## src/inc/tmr0_map.svh

```systemverilog
// register indices, field positions and constant values of the timer block
`ifndef TMR0_MAP_SVH
`define TMR0_MAP_SVH
// word indices on the register bus; byte address is four times these
`define TMR0_IDX_CTRL 3'h0
`define TMR0_IDX_COUNT 3'h1
`define TMR0_IDX_CMP 3'h2
`define TMR0_IDX_FLAG 3'h3
`define TMR0_IDX_MASK 3'h4
// control register fields
`define TMR0_CS_HI 2
`define TMR0_CS_LO 0
`define TMR0_WGMH_BIT 3
`define TMR0_COM_HI 5
`define TMR0_COM_LO 4
`define TMR0_WGML_BIT 6
`define TMR0_FOC_BIT 7
// flag and mask register fields
`define TMR0_OVF_BIT 0
`define TMR0_CMP_BIT 1
// counter landmarks and reset values
`define TMR0_BOTTOM 8'h00
`define TMR0_MAX 8'hff
`define TMR0_ONE 8'h01
`define TMR0_RST_BYTE 8'h00
`define TMR0_RDATA_PAD 24'h000000
// clock source codes
`define TMR0_CS_STOP 3'h0
`define TMR0_CS_CLK 3'h1
`define TMR0_CS_D8 3'h2
`define TMR0_CS_D64 3'h3
`define TMR0_CS_D256 3'h4
`define TMR0_CS_D1024 3'h5
`define TMR0_CS_FALL 3'h6
`define TMR0_CS_RISE 3'h7
// compare output actions
`define TMR0_COM_OFF 2'h0
`define TMR0_COM_TOGGLE 2'h1
`define TMR0_COM_CLEAR 2'h2
`define TMR0_COM_SET 2'h3
`endif

```

## src/inc/tmr0_pkg.sv

```systemverilog
// types shared by the timer block
package tmr0_pkg;
   // waveform modes, coded as the two mode bits {high, low}
   typedef enum logic [1:0] {
      TMR0_NORMAL = 2'h0,
      TMR0_PWM_PC = 2'h1,
      TMR0_CTC = 2'h2,
      TMR0_PWM_FAST = 2'h3
   } tmr0_mode_t;

   // whole state of the timer
   typedef struct packed {
      logic [2:0] cs;
      logic wgm_hi;
      logic wgm_lo;
      logic [1:0] com;
      logic [7:0] cnt;
      logic [7:0] ocr;
      logic [7:0] ocr_buf;
      logic down;
      logic ovf_f;
      logic cmp_f;
      logic ovf_ie;
      logic cmp_ie;
      logic block;
      logic oc;
      logic [2:0] sync;
      logic pin_lvl;
      logic ack;
      logic [7:0] rdata;
   } tmr0_state_t;
endpackage

```

## src/verilog/tmr0_counter.sv

```systemverilog
// 8-bit timer/counter with one compare unit behind an avalon-mm slave
`timescale 1ns/100ps
`default_nettype none
`include "tmr0_map.svh"

// Operation
// - counter and compare value are both eight bits wide
// - bottom flags count 0x00, maximum flags count 0xff
// - top is 0xff or the compare value, depending on mode
// - ticks come from the clock, prescaler taps or the pin, with edge choice
// - clock source zero stops the timer, no ticks at all
// - each tick clears, increments or decrements the count by one
// - cpu may read and write the count at any time
// - a cpu count write beats clear or count in the same cycle
// - counting sequence follows the two waveform mode bits
// - overflow flag set per mode and usable as interrupt
// - equality sets the compare flag at the following tick
// - compare interrupt needs flag, enable and global enable
// - compare flag clears on interrupt service or write of one
// - match and max drive the waveform output
// - compare value double buffered in pwm modes only
// - buffered value moves to active compare at max
// - cpu compare access hits buffer or active register by mode
// - force strobe in non-pwm modes forces a match
// - forced match sets no flag, no clear, but updates output
// - flags sit in one flag register, each maskable
// - a count write blocks compare match on the next tick
// - normal mode counts up only and wraps max to zero
// - normal mode sets overflow in the tick the count hits zero
// - ctc mode clears the count when it matches compare value
module tmr0_counter (
   input wire logic clk_i,
   input wire logic rst_i,
   input wire logic [2:0] avs_address_i,
   input wire logic avs_read_i,
   input wire logic avs_write_i,
   input wire logic [3:0] avs_byteenable_i,
   input wire logic [31:0] avs_writedata_i,
   output logic [31:0] avs_readdata_o,
   output logic avs_waitrequest_o,
   input wire logic [3:0] presc_tap_i,
   input wire logic external_count_pin_i,
   input wire logic global_int_en_i,
   input wire logic ovf_irq_ack_i,
   input wire logic cmp_irq_ack_i,
   output logic ovf_irq_o,
   output logic cmp_irq_o,
   output logic compare_output_o,
   output logic compare_output_en_o,
   output logic match_o,
   output logic max_o,
   output logic bottom_o
);

   // all state sits in one packed register; the rest is plain decode
   tmr0_pkg::tmr0_state_t s_q;
   tmr0_pkg::tmr0_state_t s_d;
   tmr0_pkg::tmr0_mode_t mode;
   logic pwm;
   logic pin_edge;
   logic tick;
   logic [7:0] top;
   logic top_hit;
   logic match;
   logic at_max;
   logic at_bottom;
   logic cmp_ev;
   logic force_ev;
   logic take;
   logic wr_ctrl;
   logic wr_count;
   logic wr_cmp;
   logic wr_flag;
   logic wr_mask;

   // the stop code yields no tick, so a stopped count moves only on writes
   // presc_tap_i bits: divide by 8, 64, 256, 1024 pulses
   function automatic logic tmr0_tick_sel(input logic [2:0] cs,
                                          input logic [3:0] taps,
                                          input logic edge_seen,
                                          input logic lvl);
      logic t;
      t = 1'b0;
      case (cs)
         `TMR0_CS_STOP: t = 1'b0;
         `TMR0_CS_CLK: t = 1'b1;
         `TMR0_CS_D8: t = taps[0];
         `TMR0_CS_D64: t = taps[1];
         `TMR0_CS_D256: t = taps[2];
         `TMR0_CS_D1024: t = taps[3];
         `TMR0_CS_FALL: t = edge_seen & ~lvl;
         `TMR0_CS_RISE: t = edge_seen & lvl;
         default: t = 1'b0;
      endcase
      return t;
   endfunction

   // one register strobe, on the edge where the bus request is taken
   function automatic logic tmr0_hit(input logic [2:0] adr,
                                     input logic [2:0] idx,
                                     input logic be0);
      return (adr == idx) & be0;
   endfunction

   // mode decode and comparator
   assign mode = tmr0_pkg::tmr0_mode_t'({s_q.wgm_hi, s_q.wgm_lo});
   assign pwm = (mode == tmr0_pkg::TMR0_PWM_PC) |
                (mode == tmr0_pkg::TMR0_PWM_FAST);
   assign top = (mode == tmr0_pkg::TMR0_CTC) ? s_q.ocr : `TMR0_MAX;
   assign top_hit = (s_q.cnt == top);
   assign match = (s_q.cnt == s_q.ocr);
   assign at_max = (s_q.cnt == `TMR0_MAX);
   assign at_bottom = (s_q.cnt == `TMR0_BOTTOM);

   // pin edge only once second and third stages agree; first stage unread
   // the filtered level follows each edge, so a held pin ticks only once
   assign pin_edge = (s_q.sync[1] == s_q.sync[2]) &
                     (s_q.sync[2] != s_q.pin_lvl);
   assign tick = tmr0_tick_sel(s_q.cs, presc_tap_i, pin_edge,
                               s_q.sync[2]);

   // a match is seen at the tick after equality, unless a write blocks it
   assign cmp_ev = tick & match & ~s_q.block;

   // bus: one wait cycle, then the request is taken
   // the wait cycle lets read data come from a register; a write acts
   // only on the edge where waitrequest is seen low
   assign avs_waitrequest_o = (avs_read_i | avs_write_i) & ~s_q.ack;
   assign take = avs_write_i & s_q.ack;
   assign wr_ctrl = take & tmr0_hit(avs_address_i, `TMR0_IDX_CTRL,
                                    avs_byteenable_i[0]);
   assign wr_count = take & tmr0_hit(avs_address_i, `TMR0_IDX_COUNT,
                                     avs_byteenable_i[0]);
   assign wr_cmp = take & tmr0_hit(avs_address_i, `TMR0_IDX_CMP,
                                   avs_byteenable_i[0]);
   assign wr_flag = take & tmr0_hit(avs_address_i, `TMR0_IDX_FLAG,
                                    avs_byteenable_i[0]);
   assign wr_mask = take & tmr0_hit(avs_address_i, `TMR0_IDX_MASK,
                                    avs_byteenable_i[0]);
   assign force_ev = wr_ctrl & avs_writedata_i[`TMR0_FOC_BIT] & ~pwm;

   // next state
   always_comb begin
      s_d = s_q;
      s_d.sync = {s_q.sync[1:0], external_count_pin_i};
      if (s_q.sync[1] == s_q.sync[2]) begin
         s_d.pin_lvl = s_q.sync[2];
      end
      // bus handshake and registered read data
      s_d.ack = (avs_read_i | avs_write_i) & ~s_q.ack;
      s_d.rdata = `TMR0_RST_BYTE;
      if (avs_read_i & ~s_q.ack) begin
         case (avs_address_i)
            `TMR0_IDX_CTRL: s_d.rdata = {1'b0, s_q.wgm_lo, s_q.com,
                                        s_q.wgm_hi, s_q.cs};
            `TMR0_IDX_COUNT: s_d.rdata = s_q.cnt;
            `TMR0_IDX_CMP: s_d.rdata = pwm ? s_q.ocr_buf : s_q.ocr;
            `TMR0_IDX_FLAG: s_d.rdata = {6'h00, s_q.cmp_f, s_q.ovf_f};
            `TMR0_IDX_MASK: s_d.rdata = {6'h00, s_q.cmp_ie, s_q.ovf_ie};
            default: s_d.rdata = `TMR0_RST_BYTE;
         endcase
      end
      // control fields; force bit is a strobe and is not stored
      if (wr_ctrl) begin
         s_d.cs = avs_writedata_i[`TMR0_CS_HI:`TMR0_CS_LO];
         s_d.wgm_hi = avs_writedata_i[`TMR0_WGMH_BIT];
         s_d.wgm_lo = avs_writedata_i[`TMR0_WGML_BIT];
         s_d.com = avs_writedata_i[`TMR0_COM_HI:`TMR0_COM_LO];
      end
      if (wr_mask) begin
         s_d.ovf_ie = avs_writedata_i[`TMR0_OVF_BIT];
         s_d.cmp_ie = avs_writedata_i[`TMR0_CMP_BIT];
      end
      // counter: cpu write first, then tick action per mode
      if (wr_count) begin
         s_d.cnt = avs_writedata_i[7:0];
      end else if (tick) begin
         case (mode)
            tmr0_pkg::TMR0_CTC: begin
               s_d.cnt = top_hit ? `TMR0_BOTTOM : s_q.cnt + `TMR0_ONE;
            end
            tmr0_pkg::TMR0_PWM_PC: begin
               // dual slope: turn round at max and at bottom
               if (s_q.down & at_bottom) begin
                  s_d.down = 1'b0;
                  s_d.cnt = s_q.cnt + `TMR0_ONE;
               end else if (~s_q.down & at_max) begin
                  s_d.down = 1'b1;
                  s_d.cnt = s_q.cnt - `TMR0_ONE;
               end else if (s_q.down) begin
                  s_d.cnt = s_q.cnt - `TMR0_ONE;
               end else begin
                  s_d.cnt = s_q.cnt + `TMR0_ONE;
               end
            end
            default: begin
               s_d.cnt = s_q.cnt + `TMR0_ONE;
            end
         endcase
      end
      if (mode != tmr0_pkg::TMR0_PWM_PC) begin
         s_d.down = 1'b0;
      end
      // count write arms the block, the next tick consumes it
      // a blocked tick still clears in ctc mode; only the match is held
      if (wr_count) begin
         s_d.block = 1'b1;
      end else if (tick) begin
         s_d.block = 1'b0;
      end
      // compare value: buffered in pwm, direct otherwise
      // pwm keeps the active value through a whole period, so no pulse
      // comes out odd-length; the copy waits for the wrap at max
      if (wr_cmp) begin
         s_d.ocr_buf = avs_writedata_i[7:0];
         if (~pwm) begin
            s_d.ocr = avs_writedata_i[7:0];
         end
      end else if (pwm & tick & at_max) begin
         s_d.ocr = s_q.ocr_buf;
      end
      // overflow flag: set wins over clear
      if (wr_flag & avs_writedata_i[`TMR0_OVF_BIT] | ovf_irq_ack_i) begin
         s_d.ovf_f = 1'b0;
      end
      if (tick & (mode == tmr0_pkg::TMR0_PWM_PC ? s_q.down & at_bottom
                                               : at_max)) begin
         s_d.ovf_f = 1'b1;
      end
      // compare flag: forced matches never reach it
      if (wr_flag & avs_writedata_i[`TMR0_CMP_BIT] | cmp_irq_ack_i) begin
         s_d.cmp_f = 1'b0;
      end
      if (cmp_ev) begin
         s_d.cmp_f = 1'b1;
      end
      // waveform output register
      // the output keeps its level across mode changes, so a forced match
      // can preset it before a change to a pwm mode; any stored action other than off already hands it the pin
      // a force uses the action already stored, not one written with it
      if (~pwm & (cmp_ev | force_ev)) begin
         case (s_q.com)
            `TMR0_COM_TOGGLE: s_d.oc = ~s_q.oc;
            `TMR0_COM_CLEAR: s_d.oc = 1'b0;
            `TMR0_COM_SET: s_d.oc = 1'b1;
            default: s_d.oc = s_q.oc;
         endcase
      end else if (pwm & s_q.com[1]) begin
         // bit 0 of the action inverts the pwm output
         if (cmp_ev) begin
            s_d.oc = (mode == tmr0_pkg::TMR0_PWM_PC & s_q.down) ^
                     s_q.com[0];
         end else if (mode == tmr0_pkg::TMR0_PWM_FAST & tick & at_max) begin
            s_d.oc = ~s_q.com[0];
         end
      end
   end

   // single state register
   always_ff @(posedge clk_i or posedge rst_i) begin
      if (rst_i) begin
         s_q <= '0;
      end else begin
         s_q <= s_d;
      end
   end

   // outputs; the pin enable follows the action field in every mode
   assign avs_readdata_o = {`TMR0_RDATA_PAD, s_q.rdata};
   assign ovf_irq_o = s_q.ovf_f & s_q.ovf_ie & global_int_en_i;
   assign cmp_irq_o = s_q.cmp_f & s_q.cmp_ie & global_int_en_i;
   assign compare_output_o = s_q.oc;
   assign compare_output_en_o = (s_q.com != `TMR0_COM_OFF);
   assign match_o = match;
   assign max_o = at_max;
   assign bottom_o = at_bottom;
endmodule
`default_nettype wire

```

## config.mk

```make
export PLATFORM = sky130hd
export DESIGN_NAME = tmr0_counter
export DESIGN_NICKNAME = d
export VERILOG_FILES = /design/src/inc/tmr0_pkg.sv /design/src/verilog/tmr0_counter.sv
export VERILOG_INCLUDE_DIRS = /design/src /design/src/inc
export SDC_FILE = /design/constraint.sdc
export NUM_CORES = 1
export LEC_CHECK = 0
export ABC_AREA = 1
export BUFFER_PORTS_ARGS = -buffer_cell sky130_fd_sc_hd__buf_2
export CAP_MARGIN = 30
export CORE_AREA = 2 2 112 60
export CTS_CLUSTER_DIAMETER = 30
export CTS_CLUSTER_SIZE = 40
export DETAILED_ROUTE_END_ITERATION = 12
export DIE_AREA = 0 0 114 62
export MAX_ROUTING_LAYER = met4
export PLACE_DENSITY = 0.89
export SYNTH_ARGS = -nofsm -noshare
export SYNTH_HDL_FRONTEND = slang
export SYNTH_SLANG_ARGS = --single-unit
```

## constraint.sdc

```tcl
create_clock -name clk_i -period 5.6 [get_ports clk_i]
set_clock_uncertainty 0.1 [all_clocks]
set_input_delay 0.84 -clock clk_i [delete_from_list [all_inputs] [get_ports clk_i]]
set_output_delay 0.84 -clock clk_i [all_outputs]
set_load 0.1 [all_outputs]
```

; ---- Yosys cells after proc, flatten, opt, wreduce, memory -nomap -nowiden
; Cells that the tools add are included.
[totals]
regBits = 51
out_inout_bits = 40
[classes]
addsub = 2
n_eq_ne = 26
muxes = 33
bitwise_logic = 49
reduce_logical = 16
[ops]
columns = cell, n
row1 = 2-to-1 mux 8 bit, 12
row2 = one-hot mux 8 bit (5 select lines), 1
row3 = bitwise AND 1 bit, 36
row4 = 2-to-1 mux 1 bit, 17
row5 = equality test 8 bit, 2
row6 = one-hot mux 8 bit (2 select lines), 1
row7 = nonzero test 2 bit, 8
row8 = "equality test 3 bit, second input constant", 5
row9 = "equality test 3 x 2 -> 1 bit, second input constant", 4
row10 = "adder 8 x 1 -> 8 bit, second input constant", 1
row11 = "equality test 2 bit, second input constant", 4
row12 = "equality test 8 bit, second input constant", 1
row13 = zero test 8 bit, 1
row14 = one-hot mux 1 bit (8 select lines), 1
row15 = "subtractor 8 x 1 -> 8 bit, second input constant", 1
row16 = NOT 1 bit, 7
row17 = "equality test 3 x 1 -> 1 bit, second input constant", 2
row18 = zero test 3 bit, 2
row19 = nonzero test 3 bit, 2
row20 = OR 1 bit, 5
row21 = "equality test 2 x 1 -> 1 bit, second input constant", 2
row22 = "!= test 2 x 1 -> 1 bit, second input constant", 2
row23 = "!= test 4 x 1 -> 1 bit, second input constant", 1
row24 = AND reduction 4 bit, 1
row25 = other kinds (7), 7

; ---- Depth between registers and ports, before layout
[logic_depth]
ltp_word = 10
mapped_depth = 15
depth_no_buf = 15

; ---- Worst setup path before layout
; Ideal clock, no wire load.
[synth_path]
path_kind = input -> output
startpoint = input port global_int_en_i
endpoint = output port cmp_irq_o
t_arrival_ps = 2898
slack_ps = 1762
cell_stages = 2
n_path_buf = 0
cell_sequence = inv_1 -> nor3_1
[synth_via]
elab_chain_len = 1
[synth_rtl]
columns = element, line
row1 = "start, declared", tmr0_counter.sv:43  ; input wire logic global_int_en_i,
row2 = bitwise AND 1 bit, tmr0_counter.sv:271  ; assign cmp_irq_o = s_q.cmp_f & s_q.cmp_ie & global_int_en_i;
row3 = "end, declared", tmr0_counter.sv:47  ; output logic cmp_irq_o,
; No other way between the ends.

; ---- Final worst setup path
[layout_path]
startpoint = register s_q[37] (netlist name)
endpoint = output port max_o
[layout_via]
elab_chain_len = 1
[layout_rtl]
columns = element, line
row1 = "start, declared", tmr0_counter.sv:56  ; tmr0_pkg::tmr0_state_t s_q;
row2 = "start signal, assigned", tmr0_counter.sv:262  ; s_q <= '0;
row3 = "start signal, assigned", tmr0_counter.sv:264  ; s_q <= s_d;
row4 = equality test 8 bit (no source line), n/a
row5 = "end, declared", tmr0_counter.sv:51  ; output logic max_o,
; No other way between the ends.

==> flow_results.org <==
** Timing
- Worst path setup slack after routing :: 2.60 ns
- Setup repair after global routing left no endpoint under its margin.
- Headroom to the max-slew limit came out at 30.4%.
- After routing, the total negative slack on setup checks comes to 0 ns.
- Final setup violation count :: 0
- Timing would allow up to 333 MHz.
- At the pin with the least slew margin, the transition time is 1.04 ns.
- In the finished design, the share of the clock period the worst path needs comes to 53.6%.
- The smallest clock period supported by the final layout is computed as 3.00 ns.
- Max-slew violation count :: 0
- Final-report hold violation count :: 0

** Drt
- In the final routed layout, each cell accounts on average for approximately 15 um.
- Number of remaining DRC errors :: 0
- The count of nets left with antenna violations once routing finished came out at 0.
- Final WL :: ~8300 um
- After detailed routing, the number of vias per cell comes to 5.33.
- The first TritonRoute pass finished after 5 iterations.
- Iteration-0 DRC count of the detailed router :: roughly 330
- Detailed routing inserted a total of roughly 3000 vias.

** Clock network
- Latest clock arrival within the worst-skew pair :: 0.30 ns
- Clock-pin slew was measured on the worst setup and hold paths at about 0.070 ns.
- Cell at the root of the clock tree :: sky130_fd_sc_hd__clkbuf_16
- Maximum count of clock buffers along a single path :: 2
- The H-tree generated during clock tree synthesis spans 2 levels.
- Num Clock Sinks :: 51
- The number of gates resized after CTS was 0.
- TritonCTS clock tree :: built
- CTS buffer count :: 5
- Count of hold-fix buffers inserted at cts :: 0
- The number of setup buffers added after CTS is 0.

** Cells and area
- Compared with the post-synthesis result, the final layout area differs by 7.70%.
- Final net count :: 530
- The repair_antennas step left the layout with diodes totalling 0.
- Final core utilization :: 57.4%
- Layout cell share with drive strength beyond 1 :: between 15 and 20%
- Fillcell total :: 590

** GRT
- Busiest metal layer after global routing :: met2
- Global-route met3 utilization :: 9.70%
- The via count of the first global-routing pass is 2649.
- Met2 usage :: 36.3%
- Met1 Resource Use GR :: a little over a third
- Antenna violations before repair :: 0
- Summed over all layers, the global routing overflow is 0.
- Entering global routing, the biggest net connects 44 pins.
- Wire length of the first global-routing pass :: 13200 um
- Across every metal layer, demand over resource in global routing totals 26.2%.

** Power
- Switching fraction of total power :: 49.4%
- Combinational cells account for 46.5% of the total power.
- Static Leakage :: around 1.9 nW
- Per report_power, the clock group accounts for 18.7% of the total.
- Net load switching power :: 0.813 mW
- Worst IR drop on VDD :: 0.181 mV
- Power Internal :: 0.834 mW
- The share of total power dissipated in sequential elements is 34.8%.
- For this design the ratio of total power to cell area is 459 nW/um^2.

** Critical path
- Crit. End Element :: primary output
- The worst setup path is launched from a flop.
- Worst flop-to-flop path endpoint :: s_q[35]
- Reg2reg setup slack :: 2.79 ns
- The worst register-to-register path begins at mode[1].
- The setup path with the least slack is of type flop to primary output.
- At the worst endpoint, the required time is 4.66 ns.
- Last element of the critical path :: max_o
- At the worst endpoint, the arrival time is 2.06 ns.
- Along the worst path, the maximum fanout reaches 6.
- Crit path from :: s_q[37]
- The number of cells on the worst reg-to-reg path is 7.

** Logic synthesis
- In this run the cell area of the synthesized design comes to 3330 um^2.
- Mapped Cells :: 443
- The share of synthesized area in the top cell type comes to a little under two fifths.
- Post-synthesis register bit count :: 51
- In this run, synthesis inferred 0 flip-flops with an integrated enable.
- In the synthesized netlist the async set-or-reset flop fraction comes to 100%.
- The average instance in the mapped netlist occupies roughly 7.5 um^2.
- Synth Warn # :: 0
- Sequential elements use approximately two fifths of the synthesized area.
- For this run, the leading register cell type out of synthesis is sky130_fd_sc_hd__dfrtp_1.
- Dominant cells by area after synthesis :: sky130_fd_sc_hd__dfrtp_1 38%, sky130_fd_sc_hd__nand2_1 12%, sky130_fd_sc_hd__buf_4 7.4%
- Cell type with the highest aggregate area in the netlist :: sky130_fd_sc_hd__dfrtp_1
- The netlist uses 39 different library cells.

** Place
- The HPWL after detailed placement is 6430 um.
- Routability-driven placement finished with a final weighted congestion of 0.958.
- Input and output buffers added on the ports amount to 39.
- Post-Place Setup Slack :: 2.87 ns

** Floorplan
- The die covers just over 7000 um^2.
- From left edge to right edge, the die measures 114 um.
- During I/O placement, the number of pins put on the boundary was 91.
- DIE HEIGHT :: between 60 and 70 um
- Initial core utilization :: 53.3%
- Cell row count :: 21
- After floorplanning, the core was sized to cover around 6300 um^2.

** Hold path
- Min-Delay Path Class :: flop to flop

** Job
- Reported max-cap violation count :: 0

** Run status
- The flow ran to the end, and the final reports show no timing, DRC or antenna violations.
[registers in the layout, summed over array words and instances, names as in the netlist]
register and cells:
compare_output_o 1, s_q 38, s_d 2, avs_readdata_o 8, mode 2
[power groups by stage]
| stage | sequential [mW] | combinational [mW] | clock [mW] |
|---|---|---|---|
| floorplan | 0.518 | 0.671 | 0 |
| global placement | 0.568 | 0.731 | 0 |
| detailed placement | 0.575 | 0.753 | 0 |
| CTS | 0.568 | 0.757 | 0.312 |
| global route | 0.583 | 0.844 | 0.328 |
| finish | 0.572 | 0.766 | 0.308 |
[metrics by stage]
stage	instance area [um^2]	power, mW	hold WS (ns)	cells
detailed placement	3440	1.33	0.242	546
floorplan	3420	1.19	0.231	466
global route	3590	1.75	0.271	554
global placement	3420	1.30	0.237	545
finish	3590	1.65	0.254	554
CTS	3590	1.64	0.258	554
[cells in the mapped netlist (2+ instances only)]
master,count
sky130_fd_sc_hd__a21oi_1,14
sky130_fd_sc_hd__a221oi_1,5
sky130_fd_sc_hd__buf_2,4
sky130_fd_sc_hd__buf_4,33
sky130_fd_sc_hd__buf_6,2
sky130_fd_sc_hd__clkbuf_1,2
sky130_fd_sc_hd__dfrtp_1,51
sky130_fd_sc_hd__ha_1,6
sky130_fd_sc_hd__inv_1,55
sky130_fd_sc_hd__inv_2,9
sky130_fd_sc_hd__nand2_1,106
sky130_fd_sc_hd__nand2_2,5
sky130_fd_sc_hd__nand3_1,21
sky130_fd_sc_hd__nand4_1,4
sky130_fd_sc_hd__nand4_2,2
sky130_fd_sc_hd__nor2_1,29
sky130_fd_sc_hd__nor2_4,2
sky130_fd_sc_hd__nor3_1,6
sky130_fd_sc_hd__nor3_4,2
sky130_fd_sc_hd__o211ai_1,2
sky130_fd_sc_hd__o21ai_0,37
sky130_fd_sc_hd__o21ai_1,9
sky130_fd_sc_hd__o21ai_2,4
sky130_fd_sc_hd__o21bai_1,2
sky130_fd_sc_hd__o22ai_1,4
sky130_fd_sc_hd__xnor2_1,7
sky130_fd_sc_hd__xor2_1,8
[worst min path at each step]
stage                     startpoint  cells past startpoint  slack [ns]      end
after floorplan              s_d[11]                      0        0.23  s_d[12]
after global placement       s_d[11]                      0        0.24  s_d[12]
after detailed placement     s_d[11]                      0        0.24  s_d[12]
after CTS                    s_d[11]                      0        0.26  s_d[12]
after global routing         s_d[11]                      0        0.27  s_d[12]
final                        s_d[11]                      0        0.25  s_d[12]
[layout by cell type, fill, tap and decap left out, drive strengths merged]
cell and count:
a221oi 5, xor2 8, xnor2 7, clkbuf 5, ha 6, and3 1
o21ai 51, nor2 32, nand2 111, inv 65, dfrtp 51, o21bai 2
o211ai 2, a21oi 15, o22ai 4, nor3 9, or2 1, conb 24
clkinvlp 2, o221ai 1, nand4 6, o31ai 1, clkinv 1, buf 41
nand3 22, a22oi 1
[layout make-up]
type	instances	area (um^2)	area share [%]
Sequential cell	51	1280	35.6
Inverter	65	246	6.87
Timing Repair Buffer	41	223	6.21
Tap cell	80	100	2.79
Clock inverter	3	20.0	0.558
Clock buffer	5	125	3.49
Multi-Input combinational cell	309	1600	44.5
[metal layers]
metal  wire length, um  vias to the layer above
li1                  -                     1418
met1              3970                     1393
met2              3300                      136
met3               977                        8
met4                92                        0
met5                 0                        -
[worst max-delay path: stages (launching register included)]
cell and delay, ns:
sky130_fd_sc_hd__dfrtp_1 0.47, sky130_fd_sc_hd__ha_1 0.20, sky130_fd_sc_hd__nand2_1 0.13, sky130_fd_sc_hd__nor2_2 0.20
sky130_fd_sc_hd__nand4_2 0.13, sky130_fd_sc_hd__inv_1 0.17, sky130_fd_sc_hd__buf_2 0.45
[cell families (layout without fill, tap and decap cells)]
family	after synthesis	count (layout)	synth area share, %
buf+inv	106	114	16.3
flops	51	51	38.3
fa+ha+maj	6	6	2.25
xor+xnor	15	15	3.94
other cells	1	24	0.113
simple gates	182	182	24.5
compound gates	82	82	14.5
Note: power is estimated with default switching activity, not from simulation.
